$ cat src/rtl/farsp_regs.vh
// constants of the fault action and response block
// assumes a 40 MHz clock and an avalon-mm slave with 32-bit words
`ifndef FARSP_REGS_VH
`define FARSP_REGS_VH

// -------------------------------------------------------------------
// register byte offsets
// -------------------------------------------------------------------
`define FARSP_OFF_CTRL    4'h0
`define FARSP_OFF_STATUS  4'h4
`define FARSP_OFF_MASK    4'h8
`define FARSP_OFF_STATE   4'hc

// -------------------------------------------------------------------
// control register fields
// -------------------------------------------------------------------
`define FARSP_CTRL_MODE_LSB   0
`define FARSP_CTRL_TOEN_BIT   4
`define FARSP_CTRL_OTWR_BIT   5
`define FARSP_CTRL_MCMD_BIT   6
`define FARSP_CTRL_MR_BIT     7
`define FARSP_CTRL_ML_BIT     8
`define FARSP_CTRL_MKE_BIT    9
`define FARSP_CTRL_CLR_BIT    10
`define FARSP_CTRL_RESET      11'h000

// -------------------------------------------------------------------
// status bits (sticky, write one to clear); mask has same layout
// -------------------------------------------------------------------
`define FARSP_ST_LOCK     0
`define FARSP_ST_TO_A     1
`define FARSP_ST_TO_B     2
`define FARSP_ST_RATE     3
`define FARSP_ST_MPOS     4
`define FARSP_ST_MBEMF    5
`define FARSP_ST_WARN     6
`define FARSP_ST_SHUT     7
`define FARSP_ST_CTRLF    8
`define FARSP_MASK_RESET  9'h000

// -------------------------------------------------------------------
// bridge states
// -------------------------------------------------------------------
`define FARSP_BR_ACTIVE   3'h0
`define FARSP_BR_HIZ      3'h1
`define FARSP_BR_RECIRC   3'h2
`define FARSP_BR_HSBRAKE  3'h3
`define FARSP_BR_LSBRAKE  3'h4

// -------------------------------------------------------------------
// timing
// -------------------------------------------------------------------
`define FARSP_CLK_HZ          40000000
`define FARSP_DETECT_TO_MS    500
`define FARSP_DETECT_TO_CYC   (`FARSP_DETECT_TO_MS * (`FARSP_CLK_HZ / 1000))
`define FARSP_RETRY_MS        500
`define FARSP_RETRY_CYC       (`FARSP_RETRY_MS * (`FARSP_CLK_HZ / 1000))

`endif

$ cat src/rtl/farsp_core.v
// fault supervision and bridge response for a sensorless motor driver
// assumes avalon-mm master on clk; fault inputs are asynchronous levels
//
// The Avalon-MM slave port and the placing of the registers are this design's own decisions.
`timescale 1ns/1ps
`default_nettype none
`include "farsp_regs.vh"

module farsp_core #(
    parameter DETECT_TO_CYC = `FARSP_DETECT_TO_CYC,
    parameter RETRY_CYC     = `FARSP_RETRY_CYC
) (
    input  wire        clk,
    input  wire        nrst,
    // avalon-mm slave
    input  wire [3:0]  avs_address,
    input  wire        avs_read,
    input  wire        avs_write,
    input  wire [31:0] avs_writedata,
    output reg  [31:0] avs_readdata,
    output reg         avs_waitrequest,
    // asynchronous condition inputs
    input  wire        sw_lock_current_over,
    input  wire        detect_ramp_active,
    input  wire        detect_pulse_start,
    input  wire        detect_current_decayed,
    input  wire        backemf_below_stationary,
    input  wire        thermal_warning,
    input  wire        thermal_shutdown,
    input  wire        motor_supply_uv,
    input  wire        analog_supply_rail_uv,
    // outputs
    output reg  [2:0]  bridge_state,
    output reg         fault_alert_n,
    output reg         charge_pump_en,
    output reg         logic_reset_n,
    output reg         irq
);

    localparam CW = 27;

    // -------------------------------------------------------------------
    // synchronised inputs
    // -------------------------------------------------------------------
    // every pin-side level passes two flops, which adds two cycles of latency
    wire [8:0] s;
    farsp_sync #(.W(9)) farsp_sync_i (
        .clk      (clk),
        .nrst     (nrst),
        .async_in ({analog_supply_rail_uv, motor_supply_uv, thermal_shutdown,
                    thermal_warning, backemf_below_stationary, detect_current_decayed,
                    detect_pulse_start, detect_ramp_active, sw_lock_current_over}),
        .sync_out (s)
    );
    wire lock_over = s[0];
    wire ramp_on   = s[1];
    wire pulse_in  = s[2];
    wire decayed   = s[3];
    wire bemf_low  = s[4];
    wire warn      = s[5];
    wire shut      = s[6];
    wire uv_any    = s[7] | s[8];

    // configuration, sticky status and the flags of the fault state
    reg [10:0]   ctrl_q;
    reg [8:0]    status_q;
    reg [8:0]    mask_q;
    reg          lat_q;       // latched fault holding the bridge
    reg [2:0]    lat_br_q;
    reg          retry_q;     // retry in progress
    reg [2:0]    retry_br_q;
    reg [CW-1:0] retry_cnt_q;
    reg [CW-1:0] ramp_cnt_q;
    reg          ramp_to_q;   // timeout already reported for this ramp
    reg          pulse_q;
    reg          pending_q;   // previous pulse current not yet decayed
    reg          lock_q;

    wire [3:0] mode      = ctrl_q[`FARSP_CTRL_MODE_LSB+3:`FARSP_CTRL_MODE_LSB];
    wire       to_en     = ctrl_q[`FARSP_CTRL_TOEN_BIT];
    wire       measuring = ctrl_q[`FARSP_CTRL_MCMD_BIT] | ctrl_q[`FARSP_CTRL_MR_BIT]
                         | ctrl_q[`FARSP_CTRL_ML_BIT] | ctrl_q[`FARSP_CTRL_MKE_BIT];
    wire       pos_meas  = ctrl_q[`FARSP_CTRL_MCMD_BIT] | ctrl_q[`FARSP_CTRL_MR_BIT]
                         | ctrl_q[`FARSP_CTRL_ML_BIT];
    wire       bemf_meas = ctrl_q[`FARSP_CTRL_MCMD_BIT] | ctrl_q[`FARSP_CTRL_MKE_BIT];
    // a write lands at the edge where waitrequest is sampled low; read data
    // are captured one edge earlier so that they already stand at that edge
    wire       wr        = avs_write & ~avs_waitrequest;
    wire       rd        = avs_read & avs_waitrequest;
    wire       clr_cmd   = wr && avs_address == `FARSP_OFF_CTRL
                         && avs_writedata[`FARSP_CTRL_CLR_BIT];

    // maps the low two code bits onto a bridge state
    // latched and retry codes share this map, so both stay in step
    function [2:0] br_of;
        input [1:0] c;
        begin
            case (c)
                2'h0:    br_of = `FARSP_BR_HIZ;
                2'h1:    br_of = `FARSP_BR_RECIRC;
                2'h2:    br_of = `FARSP_BR_HSBRAKE;
                default: br_of = `FARSP_BR_LSBRAKE;
            endcase
        end
    endfunction

    // the one code that reports without acting; its alert holds until w1c
    function rep_only;
        input [3:0] m;
        begin
            rep_only = (m == 4'h8);
        end
    endfunction

    // -------------------------------------------------------------------
    // event decode
    // -------------------------------------------------------------------
    // lock acts on the rising edge only, so a held over-limit neither
    // restarts the retry wait nor re-latches after a clear
    wire lock_evt    = lock_over & ~lock_q;
    wire lock_latch  = lock_evt & (mode[3:2] == 2'b00);
    wire lock_retry  = lock_evt & (mode[3:2] == 2'b01);
    wire lock_report = lock_evt & (~mode[3] | rep_only(mode));
    // a ramp that outlasts the limit reports once, not on every cycle
    wire ramp_to     = ramp_on & ~ramp_to_q
                     & (ramp_cnt_q == DETECT_TO_CYC[CW-1:0] - 1'b1);
    wire to_evt      = ramp_to & to_en;
    wire mpos_evt    = ramp_to & pos_meas;
    // the first pulse only arms pending; a second one before decay is the fault
    wire rate_evt    = pulse_in & ~pulse_q & pending_q & to_en;
    wire mbemf_evt   = bemf_low & bemf_meas;
    wire hiz_latch   = to_evt | mpos_evt | rate_evt | mbemf_evt;
    wire warn_rep    = warn & ctrl_q[`FARSP_CTRL_OTWR_BIT];

    // status sets; the summary bit repeats any event of this cycle
    wire [8:0] set_v;
    assign set_v[`FARSP_ST_LOCK]  = lock_report;
    assign set_v[`FARSP_ST_TO_A]  = to_evt & ~measuring;
    assign set_v[`FARSP_ST_TO_B]  = to_evt & measuring;
    assign set_v[`FARSP_ST_RATE]  = rate_evt;
    assign set_v[`FARSP_ST_MPOS]  = mpos_evt;
    assign set_v[`FARSP_ST_MBEMF] = mbemf_evt;
    assign set_v[`FARSP_ST_WARN]  = warn_rep;
    assign set_v[`FARSP_ST_SHUT]  = shut;
    assign set_v[`FARSP_ST_CTRLF] = lock_report | to_evt | rate_evt | mpos_evt
                                  | mbemf_evt | warn_rep | shut;

    // -------------------------------------------------------------------
    // avalon slave: one wait cycle then the answer
    // -------------------------------------------------------------------
    always @(posedge clk or negedge nrst)
    begin
        if (!nrst)
        begin
            avs_waitrequest <= 1'b1;
            avs_readdata    <= 32'h0000_0000;
        end
        else
        begin
            // idles high; low for the one cycle after a request is seen
            avs_waitrequest <= ~((avs_read | avs_write) & avs_waitrequest);
            if (rd)
            begin
                case (avs_address)
                    `FARSP_OFF_CTRL:   avs_readdata <= {21'h000000, 1'b0, ctrl_q[9:0]};
                    `FARSP_OFF_STATUS: avs_readdata <= {23'h000000, status_q};
                    `FARSP_OFF_MASK:   avs_readdata <= {23'h000000, mask_q};
                    `FARSP_OFF_STATE:  avs_readdata <= {26'h0000000, retry_q, lat_q,
                                                        fault_alert_n, bridge_state};
                    default:           avs_readdata <= 32'h0000_0000;
                endcase
            end
        end
    end

    // -------------------------------------------------------------------
    // registers, detection timers and fault state
    // -------------------------------------------------------------------
    always @(posedge clk or negedge nrst)
    begin
        if (!nrst)
        begin
            ctrl_q      <= `FARSP_CTRL_RESET;
            mask_q      <= `FARSP_MASK_RESET;
            status_q    <= 9'h000;
            lat_q       <= 1'b0;
            lat_br_q    <= `FARSP_BR_ACTIVE;
            retry_q     <= 1'b0;
            retry_br_q  <= `FARSP_BR_ACTIVE;
            retry_cnt_q <= {CW{1'b0}};
            ramp_cnt_q  <= {CW{1'b0}};
            ramp_to_q   <= 1'b0;
            pulse_q     <= 1'b0;
            pending_q   <= 1'b0;
            lock_q      <= 1'b0;
        end
        else if (uv_any)
        begin
            // supply loss resets all fault state and configuration
            ctrl_q      <= `FARSP_CTRL_RESET;
            mask_q      <= `FARSP_MASK_RESET;
            status_q    <= 9'h000;
            lat_q       <= 1'b0;
            retry_q     <= 1'b0;
            retry_cnt_q <= {CW{1'b0}};
            ramp_cnt_q  <= {CW{1'b0}};
            ramp_to_q   <= 1'b0;
            pending_q   <= 1'b0;
            lock_q      <= 1'b0;
        end
        else
        begin
            lock_q  <= lock_over;
            pulse_q <= pulse_in;
            if (wr && avs_address == `FARSP_OFF_CTRL)
                ctrl_q <= {1'b0, avs_writedata[9:0]};
            if (wr && avs_address == `FARSP_OFF_MASK)
                mask_q <= avs_writedata[8:0];
            // set wins over a write-one clear, so an event in the clearing
            // cycle is never lost
            if (wr && avs_address == `FARSP_OFF_STATUS)
                status_q <= (status_q & ~avs_writedata[8:0]) | set_v;
            else
                status_q <= status_q | set_v;
            // ramp duration timer
            // the count stops at the limit, so a long ramp cannot fire twice
            if (!ramp_on)
            begin
                ramp_cnt_q <= {CW{1'b0}};
                ramp_to_q  <= 1'b0;
            end
            else if (ramp_to)
                ramp_to_q <= 1'b1;
            else if (!ramp_to_q)
                ramp_cnt_q <= ramp_cnt_q + 1'b1;
            // a pulse leaves current pending until decay is seen
            // a new pulse outranks decay in one cycle, keeping the check armed
            if (pulse_in & ~pulse_q)
                pending_q <= 1'b1;
            else if (decayed)
                pending_q <= 1'b0;
            // latched faults; release needs clear and condition gone
            if (hiz_latch)
            begin
                lat_q    <= 1'b1;
                lat_br_q <= `FARSP_BR_HIZ;
            end
            else if (lock_latch)
            begin
                lat_q    <= 1'b1;
                lat_br_q <= br_of(mode[1:0]);
            end
            // a clear is refused while a latching condition is still present;
            // the pulse fault leaves no lasting condition and clears on command
            else if (clr_cmd && !lock_over && !bemf_low && !ramp_on && !shut)
                lat_q <= 1'b0;
            // retry timer; a new over-limit edge during retry restarts the wait
            if (lock_retry)
            begin
                retry_q     <= 1'b1;
                retry_br_q  <= br_of(mode[1:0]);
                retry_cnt_q <= {CW{1'b0}};
            end
            else if (retry_q)
            begin
                if (retry_cnt_q == RETRY_CYC[CW-1:0] - 1'b1)
                    retry_q <= 1'b0;
                else
                    retry_cnt_q <= retry_cnt_q + 1'b1;
            end
        end
    end

    // -------------------------------------------------------------------
    // registered outputs; thermal shutdown outranks other states
    // -------------------------------------------------------------------
    always @(posedge clk or negedge nrst)
    begin
        if (!nrst)
        begin
            bridge_state   <= `FARSP_BR_HIZ;
            fault_alert_n  <= 1'b1;
            charge_pump_en <= 1'b0;
            logic_reset_n  <= 1'b0;
            irq            <= 1'b0;
        end
        else
        begin
            charge_pump_en <= ~uv_any;
            logic_reset_n  <= ~uv_any;
            irq            <= |(status_q & mask_q);
            if (uv_any || shut)
                bridge_state <= `FARSP_BR_HIZ;
            else if (lat_q)
                bridge_state <= lat_br_q;
            else if (retry_q)
                bridge_state <= retry_br_q;
            else
                bridge_state <= `FARSP_BR_ACTIVE;
            // alert follows live faults and a report-only lock until cleared
            // under undervoltage the controller is held in reset, so the alert
            // is released rather than reporting a fault nobody can clear
            fault_alert_n <= uv_any | ~(lat_q | retry_q | shut | warn_rep
                             | (status_q[`FARSP_ST_LOCK] & rep_only(mode)));
        end
    end

endmodule // farsp_core

`default_nettype wire

$ cat src/rtl/farsp_sync.v
// two-flop synchroniser for a bundle of asynchronous levels
// assumes inputs come from pins or analog comparators
`timescale 1ns/1ps
`default_nettype none

module farsp_sync #(
    parameter W = 8
) (
    input  wire         clk,
    input  wire         nrst,
    input  wire [W-1:0] async_in,
    output reg  [W-1:0] sync_out
);

    reg [W-1:0] meta_q;

    // -------------------------------------------------------------------
    // two stages; first stage read only by the second
    // -------------------------------------------------------------------
    always @(posedge clk or negedge nrst)
    begin
        if (!nrst)
        begin
            meta_q   <= {W{1'b0}};
            sync_out <= {W{1'b0}};
        end
        else
        begin
            meta_q   <= async_in;
            sync_out <= meta_q;
        end
    end

endmodule // farsp_sync

`default_nettype wire

$ cat config.mk
export PLATFORM = sky130hd
export DESIGN_NAME = farsp_core
export DESIGN_NICKNAME = d
export VERILOG_FILES = /design/src/rtl/farsp_core.v /design/src/rtl/farsp_sync.v
export VERILOG_INCLUDE_DIRS = /design/src /design/src/rtl
export SDC_FILE = /design/constraint.sdc
export NUM_CORES = 1
export LEC_CHECK = 0
export ABC_AREA = 1
export BUFFER_PORTS_ARGS = -buffer_cell sky130_fd_sc_hd__buf_4
export CAP_MARGIN = 10
export CORE_MARGIN = 10
export CORE_UTILIZATION = 35
export DETAILED_ROUTE_END_ITERATION = 12
export PLACE_DENSITY_LB_ADDON = 0.05
export REMOVE_ABC_BUFFERS = 1
export SKIP_CTS_REPAIR_TIMING = 1
export SLEW_MARGIN = 30
export SYNTH_ARGS = -nofsm -noshare
export SYNTH_HDL_FRONTEND = slang
export SYNTH_SLANG_ARGS = --single-unit
$ cat constraint.sdc
create_clock -name clk -period 2 [get_ports clk]
set_clock_uncertainty 0.05 [all_clocks]
set_input_delay 0.4 -clock clk [delete_from_list [all_inputs] [get_ports clk]]
set_output_delay 0.4 -clock clk [all_outputs]
set_load 0.005 [all_outputs]
Word level (Yosys, flattened, before mapping)
Index checks and enable logic that the tools add are counted.
W data, S select, Z words.

storage, ports and cells
  bits in registers = 151
  input port bits = 49
  output and inout port bits = 40
  word-level logic and storage cells = 153

cells by class
  $add $sub $neg = 2
  muxes and demuxes = 36
  reductions and logical operators = 27
  bitwise logic cells = 54
  equal/unequal tests = 13

operators by type and width
  operator                 count
  $mux W27                 8
  $add A27 B1 Y27 const B  2
  $eq A27 B25 Y1 const B   2
  $pmux W10 S4             1
  $mux W9                  4
  $or A1 B1 Y1             21
  $mux W10                 2
  $and A1 B1 Y1            19
  $and A9 B9 Y9            2
  $or A9 B9 Y9             2
  $mux W1                  15
  $mux W3                  5
  $eq A4 B4 Y1 const B     3
  $ne A3 B3 Y1 const B     4
  $not A1 Y1               9
  $not A9 Y9               1
  $pmux W3 S3              1
  $reduce_or A9 Y1         1
  $logic_and A1 B1 Y1      8
  $reduce_and A2 Y1        4
  $reduce_bool A2 Y1       3
  $reduce_bool A3 Y1       2
  $eq A2 B1 Y1 const B     2
  $eq A4 B3 Y1 const B     1
  other kinds (6)          10

Longest topological paths before layout
Gate-level depths: netlist of run 1.

  depth in word-level cells = 13
  depth in mapped cells = 12
  gate-level depth less buffers = 12

By module
Synthesis of run 1 repeated with hierarchy kept, for this count alone.

second synthesis, totals
  cells, all modules = 887
  area, all modules = 6931.6 um2

by module, submodules not included
  module      sequential area each (um2)  area an instance (um2)  cells an instance  instances
  farsp_core  2781.4                      6481.2                  869                1
  farsp_sync  450.4                       450.4                   18                 1

Worst setup path before layout of run 1
No wires, ideal clock.

  path kind = register -> register
  start = register ramp_cnt_q[0]
  end = register ramp_cnt_q[20]
  required time = 1.832 ns
  path buffers = 1
  setup slack = 0.241 ns
  period minus slack after synthesis = 1.759 ns
  cell stages (with the launch flop) = 12
  library setup time = 0.118 ns
  data arrival time = 1.591 ns
  cell sequence = dfrtp_1 ha_1 nand2_2 nor2_4 nand2_2 nor2_4 nand2_4 nand2_8 nand2_4 clkinv_4 buf_12 o21ai_2

on the way
  word-level cells in the longest chain between the ends = 5
  elaborated cells between the ends (all ways) = 9
  those cells by class = add/sub: 1; eq/ne: 2; mux: 4; bitwise: 1; reduce/logical: 1

RTL lines
  what                      line              text
  start: declaration        farsp_core.v:73   reg [CW-1:0] ramp_cnt_q;
  start signal: assignment  farsp_core.v:191  ramp_cnt_q <= {CW{1'b0}};
  start signal: assignment  farsp_core.v:206  ramp_cnt_q <= {CW{1'b0}};
  start signal: assignment  farsp_core.v:229  ramp_cnt_q <= {CW{1'b0}};
  $add A27 B1 Y27           farsp_core.v:235  ramp_cnt_q <= ramp_cnt_q + 1'b1;
  $mux W27                  farsp_core.v:234  else if (!ramp_to_q)
  $mux W27                  farsp_core.v:232  else if (ramp_to)
  $mux W27                  farsp_core.v:227  if (!ramp_on)
  $mux W27                  farsp_core.v:197  else if (uv_any)

Several ways; a longest one is shown, not always the timed one. The select of a mux whose other input is x is not followed.
A chain may end at the register's enable or synchronous reset.

Worst setup path in the final report of run 1
  start = register retry_cnt_q[0]
  end = register retry_cnt_q[0]

on the way
  word-level cells in the longest chain between the ends = 5
  elaborated cells between the ends (all ways) = 8
  those cells by class = add/sub: 1; eq/ne: 2; mux: 4; reduce/logical: 1

RTL lines
  what                      line              text
  start: declaration        farsp_core.v:72   reg [CW-1:0] retry_cnt_q;
  start signal: assignment  farsp_core.v:190  retry_cnt_q <= {CW{1'b0}};
  start signal: assignment  farsp_core.v:205  retry_cnt_q <= {CW{1'b0}};
  start signal: assignment  farsp_core.v:262  retry_cnt_q <= {CW{1'b0}};
  $add A27 B1 Y27           farsp_core.v:269  retry_cnt_q <= retry_cnt_q + 1'b1;
  $mux W27                  farsp_core.v:266  if (retry_cnt_q == RETRY_CYC[CW-1:0] - 1'b1)
  $mux W27                  farsp_core.v:264  else if (retry_q)
  $mux W27                  farsp_core.v:258  if (lock_retry)
  $mux W27                  farsp_core.v:197

Several ways; a longest one is shown, not always the timed one. The select of a mux whose other input is x is not followed.

==> out/results.txt, run 1 <==
RSZ-0062 raised after global routing -> false
Clock power share -> 0.509
P_leak -> 3.751 nW
Routed wire length -> 18880 um
Hold path cells -> 1
Initial core utilization -> 0.3559
Comb power frac -> 0.054
Critical path type -> flip-flop to flip-flop
Area grow syn2layout -> 20.18%
Post-DRT Antenna Nets -> 0
Placer Congestion -> 0.9137
Critical-path maximum fanout -> 27
Die area -> 25820 um^2
Maxcap violations -> 0
Max Fclk -> 536.6 MHz
Placement Setup Slack -> 0.07373 ns
Num CTS Buffers -> 17
Skew-Pair Late Insertion Delay -> 0.42 ns
Global-route wire length before repair -> 30860 um
Tot Pwr -> 6.160 mW
VDD IR-drop max -> 0.5966 mV
Filler cells -> 1973
Yosys cell types -> 50
Reg power frac -> 0.438
Cell internal pwr -> 4.671 mW
Vias/cell -> 4.886
Final hold slack -> 0.03323 ns
Hold Crit Class -> input pin to flip-flop
Initial antenna violation count -> 0
GRT overflow -> 0
Fin. Hold Viols -> 0
Setup violators final -> 0
Iter 0 DRT Violations -> 419
Total number of vias -> 5981
IO buf count -> 45
Area of the core -> 19460 um^2
Final nets -> 1000
Crit. End Element -> flip-flop
Netlist Area Pre-Place -> 6927 um^2
Min Tclk post-route -> 1.864 ns
CTS H-tree lvls -> 4
Smallest setup slack after layout -> 0.1364 ns
YS warnings -> 0
NetSw -> 1.490 mW
Final period util -> 0.9318
Sw Ratio -> 0.2418
Share of cells above drive strength 1 -> 0.1689
Arrival time worst endpoint -> 2.16 ns
Die extent in y -> 160.7 um
Register bit total from synthesis -> 129
Syn Area/Cell -> 7.953 um^2
Drt wl/cell -> 15.42 um
Worst-path clk slew -> 0.07 ns
Largest net degree at the start of global routing -> 61
DRT Pass-1 Iters -> 5
DRC viols -> 0
Vias in the first global route -> 5980
Worst setup SP type -> flip-flop
Clock sink count -> 129
Core Rows -> 51
Reg area -> 3232 um^2
Multi-input gate area -> 3069 um^2
CTS tree -> yes
Die Span X -> 160.7 um
PD cells -> 740.1 nW/um^2
Longest Clk Path Bufs -> 2
Reg2Reg Depth -> 10
Slew Limit Fails -> 0
Num ports -> 89
Critical Path RT -> 2.29 ns
Clock root buffer -> clkbuf_16
Gate Count Post-Synth -> 871
Global-route usage over all layers -> 0.1450
Status -> finished, final reports clean
Dpl hpwl -> 14000 um
Post-synthesis sequential area ratio -> 0.4666
Diodes inserted -> 0
-- cell families (layout without fill, tap and decap cells) --
family,Yosys count,count (layout),synth area share
xor gates and xnor gates,18,18,0.02276
other,1,22,0.0005414
AOI/OAI and AO/OA,136,136,0.1156
and+or+nand+nor,423,423,0.2766
adders and majority gates,5,5,0.009032
muxes,1,1,0.001626
buffers and inverters,158,225,0.1073
DFF,129,129,0.4666
-- cell usage after synthesis, drive strengths merged --
master     n  area share
clkinv     1      0.0013
nor3      28       0.024
o21bai     2      0.0022
and3       1     0.00090
nand3     77       0.056
clkbuf     8      0.0043
nand4     28       0.026
nor3b      1      0.0011
nand2    212        0.12
a31oi      2      0.0018
o2111ai    5      0.0063
dfrtp    126        0.46
o211ai     1      0.0011
nor4       2      0.0018
o21a       1      0.0011
o22ai     11      0.0099
xor2      14       0.018
or2        1     0.00090
o21ai     81       0.063
buf       35       0.040
conb       1     0.00054
mux2       1      0.0016
xnor2      4      0.0051
dfstp      3       0.011
nor2      73       0.044
a22o       4      0.0051
ha         5      0.0090
inv      114       0.062
a221oi     3      0.0038
a21oi     21       0.015
o41ai      2      0.0025
o31ai      2      0.0022
a21o       1      0.0011
-- layout make-up --
type | count | share of cell area
Clock inverter | 14 | 0.01909
Tap cell | 265 | 0.03983
Clock buffer | 18 | 0.05276
Sequential cell | 129 | 0.3882
Timing Repair Buffer | 78 | 0.07861
Multi-Input combinational cell | 605 | 0.3687
Inverter | 115 | 0.05276
-- power by group through the flow --
stage               registers [mW]  logic [mW]  clock network [mW]
floorplan                     2.74       0.114                   0
CTS                           2.70       0.331                3.22
finish                        2.70       0.330                3.13
global route                  2.70       0.378                3.33
detailed placement            2.74       0.331                   0
global placement              2.74       0.326                   0
-- worst max-delay path, cell delays in order (launching register included) --
cell and delay (ns):
dfrtp_1 0.36, ha_2 0.21, nand3_2 0.12, nor2_4 0.15, nand3_2 0.10, nor3_4 0.22, nand3_1 0.11, nand2_2 0.10
buf_12 0.17, nor2_1 0.06, a21oi_1 0.12
-- registers in the layout (all words and copies together) (netlist names), 3 cells and up --
| name | count |
|---|---|
| ramp_cnt_q | 27 |
| retry_br_q | 3 |
| mask_q | 9 |
| retry_cnt_q | 27 |
| avs_readdata | 10 |
| bridge_state | 3 |
| farsp_sync_i.sync_out | 9 |
| farsp_sync_i.meta_q | 9 |
| status_q | 9 |
| ctrl_q | 10 |
| lat_br_q | 3 |
-- worst paths after layout --
path / from / endpoint / slack [ns]
worst max-delay path: retry_cnt_q[0] / retry_cnt_q[0] / 0.14
worst min-delay path: thermal_warning / farsp_sync_i.meta_q[5] / 0.03
worst max register to register: retry_cnt_q[0] / retry_cnt_q[0] / 0.14
worst min register to register: farsp_sync_i.meta_q[6] / farsp_sync_i.sync_out[6] / 0.30
max in group asynchronous: nrst / retry_cnt_q[18] / 0.88
min in group asynchronous: nrst / avs_readdata[8] / 0.39
-- layout by cell type, fill, tap and decap left out, types with 11 or more instances in the layout --
cell | synthesis | layout
nand3_1 | 76 | 74
nand2_1 | 203 | 201
o21ai_1 | 22 | 22
nand4_1 | 27 | 27
xor2_1 | 14 | 14
inv_1 | 104 | 104
conb_1 | 1 | 22
dfrtp_1 | 126 | 126
o21ai_0 | 50 | 50
nor2_1 | 67 | 65
clkbuf_16 | 0 | 17
buf_4 | 25 | 71
nor3_1 | 23 | 23
a21oi_1 | 21 | 21
o22ai_1 | 11 | 11
-- per-layer routing --
metal  track usage  vias to the layer above  part of all wire
met4       0.04716                        0             0.014
met2        0.2346                      136              0.47
met3       0.02965                       26             0.044
met1        0.1897                     2839              0.48
li1              -                     2980                 -
met5             0                        -                 0
-- through the flow --
step                      setup TNS [ns]  instance area, um^2  std cells  utilization
final                                  0                 8324       1224       0.4277
after global routing                   0                 8324       1224       0.4277
after CTS                              0                 8263       1221       0.4246
after detailed placement               0                 7665       1189       0.3938
after global placement                 0                 7665       1189       0.3938
after floorplan                   -56.64                 6701        849            -
Note: power is estimated with default switching activity, not from simulation.
==> inputs of run 2 (changes only) <==
--- a/config.mk
+++ b/config.mk
@@ -7,15 +7,15 @@
 export NUM_CORES = 1
 export LEC_CHECK = 0
 export ABC_AREA = 1
-export BUFFER_PORTS_ARGS = -buffer_cell sky130_fd_sc_hd__buf_4
+export BUFFER_PORTS_ARGS = -buffer_cell sky130_fd_sc_hd__buf_2
 export CAP_MARGIN = 10
 export CORE_MARGIN = 10
 export CORE_UTILIZATION = 35
 export DETAILED_ROUTE_END_ITERATION = 12
 export PLACE_DENSITY_LB_ADDON = 0.05
-export REMOVE_ABC_BUFFERS = 1
 export SKIP_CTS_REPAIR_TIMING = 1
 export SLEW_MARGIN = 30
 export SYNTH_ARGS = -nofsm -noshare
 export SYNTH_HDL_FRONTEND = slang
+export SYNTH_HIERARCHICAL = 1
 export SYNTH_SLANG_ARGS = --single-unit
==> out/results.txt, run 2 <==
VDD IR-drop max -> 0.5386 mV (-9.7%)
Die area -> 25830 um^2 (about the same)
P_leak -> 3.902 nW (+4.0%)
Met1 Use GR -> 0.1990 (+0.009315)
Post-Synth Simple-Gate Area -> 0.3056 (+0.02904)
Worst Path Buf+Inv -> 3 (+2)
Iter 0 DRT Violations -> 317 (-24%)
Placement Setup Slack -> -0.07235 ns (-0.1461 ns)
Cell internal pwr -> 4.824 mW (+3.3%)
Worst-path clk slew -> 0.05 ns (-0.02 ns)
GR Layer Usage met3 -> 0.03860 (+0.008947)
Num CTS Buffers -> 17 (unchanged)
Critical-path maximum fanout -> 11 (-59%)
Reg2Reg Depth -> 13 (+3)
Critical Path RT -> 2.29 ns (about the same)
DRC viols -> 0 (unchanged)
Post-synth EDFFs -> 0 (unchanged)
Maxcap violations -> 0 (unchanged)
Synth area leaders -> dfrtp_1 (45%), nand2_1 (14%), inv_1 (4.4%)
Ys async rst share -> 1.000 (unchanged)
Drt wl/cell -> 15.48 um (+0.36%)
IO buf count -> 45 (unchanged)
CTS H-tree lvls -> 4 (unchanged)
Crit-path cells -> ha_2 > nand2_2 > nor2_4 > nand3_4 > nor2_8 > inv_4 > nor2_4 > nand2_4 > o21ai_4 > buf_6 > buf_12 > nand2_2 > o21ai_2
Routed wire length -> 19410 um (+2.8%)
Register bit total from synthesis -> 129 (unchanged)
Status -> finished, final reports clean
Reg power frac -> 0.437 (about the same)
Largest regs -> ramp_cnt_q: 27 flops, retry_cnt_q: 27 flops
Area of the core -> 19460 um^2 (unchanged)
Skew-Pair Late Insertion Delay -> 0.42 ns (about the same)
Max incr delay on CP -> 0.36 ns (about the same)
Comb power frac -> 0.060 (+0.006)
Sw Ratio -> 0.2286 (-0.01325)
Area grow syn2layout -> 23.00%
Most common cell in the netlist -> nand2_1
GRT overflow -> 0 (unchanged)
Initial antenna violation count -> 0 (unchanged)
RSZ-0062 raised after global routing -> true
Crit. End Element -> flip-flop
Commonest non-fill, non-tap cell in the layout -> nand2_1
Share of cells above drive strength 1 -> 0.2053 (+0.03633)
CTS tree -> yes
Arrival time worst endpoint -> 2.25 ns (+0.09 ns)
Placer Congestion -> 0.8820 (-3.5%)
Dpl hpwl -> 14320 um (+2.3%)
Clock root buffer -> clkbuf_16
Max Fclk -> 510.8 MHz (-4.8%)
Vias/cell -> 4.833 (-1.1%)
Tot Pwr -> 6.254 mW (+1.5%)
CP Depth -> 13 (+3)
Crit-path leading delay family -> simple AND/OR/NAND/NOR gates
Gate Count Post-Synth -> 887 (+1.8%)
Total number of vias -> 6060 (+1.3%)
Most frequent cells in the layout -> nand2_1 (243), dfrtp_1 (126), inv_1 (81)
Smallest setup slack after layout -> 0.04230 ns (-0.09413 ns)
Netlist Area Pre-Place -> 6932 um^2 (about the same)
Diodes inserted -> 0 (unchanged)
NetSw -> 1.429 mW (-4.0%)
Syn Area/Cell -> 7.815 um^2 (-1.7%)
Final nets -> 1031 (+3.1%)
Final period util -> 0.9789 (+0.04706)
PD cells -> 733.5 nW/um^2 (-0.88%)
Slew Limit Fails -> 0 (unchanged)
Main combinational cell family by area after synthesis -> simple AND/OR/NAND/NOR gates
Clock sink count -> 129 (unchanged)
DRT Pass-1 Iters -> 5 (unchanged)
Synth Area in Compound Gates -> 0.09603 (-0.01958)
Initial core utilization -> 0.3562 (about the same)
Core Rows -> 51 (unchanged)
Vias in the first global route -> 6130 (+2.5%)
Worst slew pin tran -> 0.5435 ns
Die extent in y -> 160.7 um (about the same)
Post-synthesis sequential area ratio -> 0.4662 (about the same)
Fin. Hold Viols -> 0 (unchanged)
Most instantiated cells after synthesis -> nand2_1 (256), dfrtp_1 (126), inv_1 (82), nor2_1 (78), nand3_1 (52)
Slowest CP cell -> dfrtp_1
Critical path type -> flip-flop to flip-flop
YS warnings -> 6 (+6)
Global-route wire length before repair -> 31880 um (+3.3%)
Adder-Cell Fraction of Synth Area -> 0.009025 (about the same)
Met2 GRT Util -> 0.2395 (+0.004908)
Min Tclk post-route -> 1.958 ns (+0.09413 ns)
Post-synth top area share -> 0.4549 (about the same)
Worst setup SP type -> flip-flop
Hold path cells -> 1 (unchanged)
Mux cell area share after synthesis -> 0.001625 (about the same)
XOR/XNOR Fraction of Synth Area -> 0.02906 (+0.006301)
Longest Clk Path Bufs -> 2 (unchanged)
Global-route usage over all layers -> 0.1509 (+0.005919)
Largest net degree at the start of global routing -> 43 (-30%)
Synth area leader -> dfrtp_1
Post-synth top flop -> dfrtp_1
Busiest layer in global routing -> met2
Num ports -> 89 (unchanged)
Slew headroom -> 0.6373
Setup violators final -> 0 (unchanged)
Clock power share -> 0.504 (-0.005)
Post-DRT Antenna Nets -> 0 (unchanged)
Yosys cell types -> 43 (-14%)
Die Span X -> 160.7 um (about the same)
Hold Crit Class -> input pin to flip-flop
[run 2: through the flow]
stage	setup TNS, ns	hold WS (ns)	area [um^2]	instances	utilization
after detailed placement	-0.1067	0.2847	7645	1210	0.3928
after global placement	-0.003059	0.2839	7645	1210	0.3928
after global routing	-1.909	0.01509	8526	1254	0.4381
after floorplan	0	0.05441	7010	908	-
after CTS	-0.04713	-0.1400	8242	1241	0.4235
final	0	0.03714	8526	1254	0.4381
[run 2: cell families (layout without fill, tap and decap cells)]
| group | Yosys count | count (layout) |
|---|---|---|
| and+or+nand+nor | 479 | 479 |
| buffers and inverters | 137 | 218 |
| DFF | 129 | 129 |
| AOI/OAI and AO/OA | 112 | 112 |
| xor gates and xnor gates | 23 | 23 |
| adders and majority gates | 5 | 5 |
| other | 1 | 22 |
| muxes | 1 | 1 |
[run 2: layer usage]
metal | wire (um) | share of wire
met3 | 803 | 0.041
met5 | 0 | 0
met4 | 219 | 0.011
met1 | 9260 | 0.48
met2 | 9125 | 0.47
[run 2: cell type report]
type	instances	area [um^2]
Multi-Input combinational cell	642	3254
Sequential cell	129	3232
Timing Repair Buffer	97	767.0
Inverter	90	344.1
Tap cell	265	331.6
Fill cell	2026	10940
Clock buffer	22	464.2
Clock inverter	9	132.6
[run 2: worst register-to-register path, stage by stage (launching register included)]
cell,delay (ns)
dfrtp_1,0.36
ha_2,0.19
nand2_2,0.07
nor2_4,0.15
nand3_4,0.12
nor2_8,0.15
inv_4,0.04
nor2_4,0.09
nand2_4,0.07
o21ai_4,0.20
buf_6,0.14
buf_12,0.14
nand2_2,0.06
o21ai_2,0.06
[run 2: final timing paths]
check	endpoint	from	slack [ns]
min in group asynchronous	ramp_cnt_q[24]	nrst	0.43
worst max register to register	retry_cnt_q[16]	retry_cnt_q[1]	0.04
worst max-delay path	retry_cnt_q[16]	retry_cnt_q[1]	0.04
worst min-delay path	farsp_sync_i/meta_q[0]	sw_lock_current_over	0.04
max in group asynchronous	avs_waitrequest	nrst	0.79
worst min register to register	farsp_sync_i/sync_out[8]	farsp_sync_i/meta_q[8]	0.29
[run 2: power by group through the flow]
| stage | Sequential, mW | Combinational [mW] | Clock, mW |
|---|---|---|---|
| 2_1_floorplan | 2.76 | 0.187 | 0 |
| 3_3_place_gp | 2.77 | 0.341 | 0 |
| 3_5_place_dp | 2.78 | 0.346 | 0 |
| 4_1_cts | 2.73 | 0.347 | 3.24 |
| 5_1_grt | 2.74 | 0.425 | 3.37 |
| 6_report | 2.73 | 0.372 | 3.15 |
==> inputs of run 3 (changes only) <==
--- a/config.mk
+++ b/config.mk
@@ -9,6 +9,8 @@
 export ABC_AREA = 1
 export BUFFER_PORTS_ARGS = -buffer_cell sky130_fd_sc_hd__buf_2
 export CAP_MARGIN = 10
+export CELL_PAD_IN_SITES_DETAIL_PLACEMENT = 0
+export CELL_PAD_IN_SITES_GLOBAL_PLACEMENT = 1
 export CORE_MARGIN = 10
 export CORE_UTILIZATION = 35
 export DETAILED_ROUTE_END_ITERATION = 12
==> out/results.txt, run 3 (synthesis gave the netlist of run 2 again) <==
Die Span X -> 160.7 um (unchanged)
Fin. Hold Viols -> 0 (unchanged)
Maxcap violations -> 0 (unchanged)
Routed wire length -> 20410 um (+5.2%)
CTS H-tree lvls -> 4 (unchanged)
Clock sink count -> 129 (unchanged)
Initial antenna violation count -> 0 (unchanged)
Cell internal pwr -> 4.546 mW (-5.8%)
Vias/cell -> 4.800 (-0.68%)
Critical Path RT -> 2.30 ns (about the same)
DRT Pass-1 Iters -> 5 (unchanged)
Dpl hpwl -> 14710 um (+2.7%)
R2r endpoint -> retry_cnt_q[9]
Total number of vias -> 6086 (+0.43%)
Placed cell area -> 7677 um^2 (+0.43%)
Non-Filler Instances -> 1268 (+1.1%)
Met2 GRT Util -> 0.2495 (+0.01000)
Global-route usage over all layers -> 0.1534 (+0.002498)
FF-to-FF setup slack -> 0.09 ns (+0.05 ns)
Comb power frac -> 0.060 (about the same)
Commonest non-fill, non-tap cell in the layout -> nand2_1
Largest net degree at the start of global routing -> 44 (+2.3%)
Iter 0 DRT Violations -> 387 (+22%)
Worst slew pin tran -> 0.5434 ns (-0.00007325 ns)
Clock power share -> 0.496 (-0.008)
DRC viols -> 0 (unchanged)
Placement Setup Slack -> -0.03490 ns (+0.03745 ns)
HP Start -> analog_supply_rail_uv
Num ports -> 89 (unchanged)
GR Layer Usage met3 -> 0.03937 (+0.0007669)
Diodes inserted -> 0 (unchanged)
NetSw -> 1.596 mW (+12%)
VDD IR-drop max -> 0.5556 mV (+3.2%)
Drt wl/cell -> 16.10 um (+4.0%)
Setup TNS -> 0 ns (unchanged)
Reg2Reg Depth -> 10 (-3)
Die extent in y -> 160.7 um (unchanged)
Inst Count DP -> 1216 (+0.50%)
Largest regs -> ramp_cnt_q: 27 flops, retry_cnt_q: 27 flops
Critical path type -> flip-flop to flip-flop
GRT overflow -> 0 (unchanged)
PD cells -> 713.4 nW/um^2 (-2.7%)
Most frequent cells in the layout -> nand2_1 (247), dfrtp_1 (124), inv_1 (77)
Num CTS Buffers -> 17 (unchanged)
Finished Cell Area -> 8610 um^2 (+0.98%)
Share of cells above drive strength 1 -> 0.2263 (+0.02106)
Initial core utilization -> 0.3562 (unchanged)
Longest Clk Path Bufs -> 2 (unchanged)
Skew-Pair Late Insertion Delay -> 0.42 ns (about the same)
Worst Hold Endpoint -> farsp_sync_i/meta_q[8]
FF-to-FF Start -> retry_cnt_q[11]
Arrival time worst endpoint -> 2.21 ns (-0.04 ns)
Max Fclk -> 523.9 MHz (+2.6%)
Status -> finished, final reports clean
Core Rows -> 51 (unchanged)
Die area -> 25830 um^2 (unchanged)
Smallest setup slack after layout -> 0.09115 ns (+0.04886 ns)
Worst setup SP type -> flip-flop
Min Tclk post-route -> 1.909 ns (-0.04886 ns)
Hold path cells -> 1 (unchanged)
Vias in the first global route -> 6006 (-2.0%)
Busiest layer in global routing -> met2
Final nets -> 1044 (+1.3%)
Final period util -> 0.9544 (-0.02443)
P_leak -> 3.897 nW (-0.13%)
Area grow syn2layout -> 24.21%
Post-DRT Antenna Nets -> 0 (unchanged)
Area of the core -> 19460 um^2 (unchanged)
Reg power frac -> 0.444 (+0.007)
Slew Limit Fails -> 0 (unchanged)
Worst-path clk slew -> 0.06 ns (about the same)
Final core area utilization -> 0.4424 (+0.004307)
Met1 Use GR -> 0.2016 (+0.002619)
Slew headroom -> 0.6373 (about the same)
Clock root buffer -> clkbuf_16
Setup violators final -> 0 (unchanged)
Hold Crit Class -> input pin to flip-flop
Global-route wire length before repair -> 32190 um (+0.97%)
Critical-path maximum fanout -> 7 (-4)
Filler cells -> 1992 (-1.7%)
CTS tree -> yes
Crit. End Element -> flip-flop
IO buf count -> 45 (unchanged)
Sw Ratio -> 0.2599 (+0.03129)
Placer Congestion -> 0.8533 (-3.3%)
run 3: changes by cell type in the layout (fill, tap and decap cells not counted), moves of 4 or more:
| cell | before | now |
|---|---|---|
| clkinvlp_4 | 6 | 2 |
| inv_6 | 0 | 9 |
| nand2_4 | 8 | 1 |
| buf_4 | 39 | 48 |
| inv_2 | 4 | 8 |
| inv_1 | 81 | 77 |
| nand2_1 | 243 | 247 |
run 3: worst max-delay path by stage:
stage | start | to | slack, ns | cells after the start
floorplan | retry_cnt_q[0] | retry_cnt_q[22] | 0.03 | 12
finish | retry_cnt_q[11] | retry_cnt_q[9] | 0.09 | 10
global route | retry_cnt_q[1] | retry_cnt_q[22] | -0.002 | 13
detailed placement | ramp_cnt_q[1] | ramp_cnt_q[12] | -0.03 | 12
CTS | ramp_cnt_q[1] | ramp_cnt_q[12] | -0.06 | 12
global placement | avs_address[1] | ctrl_q[9] | 0.01 | 8
run 3: area by class of cell:
class                           instances  area [um^2]  area share
Clock buffer                           17        425.4     0.04941
Timing Repair Buffer                  110        883.3      0.1026
Sequential cell                       129         3234      0.3757
Multi-Input combinational cell        642         3247      0.3771
Tap cell                              265        331.6     0.03851
Clock inverter                         15        143.9     0.01671
Inverter                               90        344.1     0.03997
run 3: worst max-delay path, stage by stage, from the launching register on:
cell and delay (ns):
dfrtp_1 0.46, nand2_1 0.14, nor3_1 0.19, nand4_1 0.19, nor2_4 0.16, nand2_4 0.08, o21ai_4 0.15, buf_12 0.14
clkbuf_16 0.16, nand2_1 0.06, o21ai_2 0.05
run 3: power groups by stage:
stage / Sequential (mW) / Clock (mW) / Combinational (mW)
after CTS: 2.72 / 3.14 / 0.347
after global routing: 2.73 / 3.26 / 0.419
after floorplan: 2.76 / 0 / 0.187
after global placement: 2.77 / 0 / 0.343
after detailed placement: 2.77 / 0 / 0.346
final: 2.73 / 3.05 / 0.371
run 3: layer usage:
layer	part of all wire	routed length, um
met5	0	0
met2	0.48	9735
met1	0.46	9470
met3	0.049	993
met4	0.010	212
run 3: through the flow:
stage                     hold slack (ns)  power [mW]
after floorplan                   0.05441       2.948
after global placement             0.2801       3.113
after detailed placement           0.2768       3.118
after CTS                         -0.1714       6.207
after global routing             0.002115       6.414
final                             0.02604       6.142
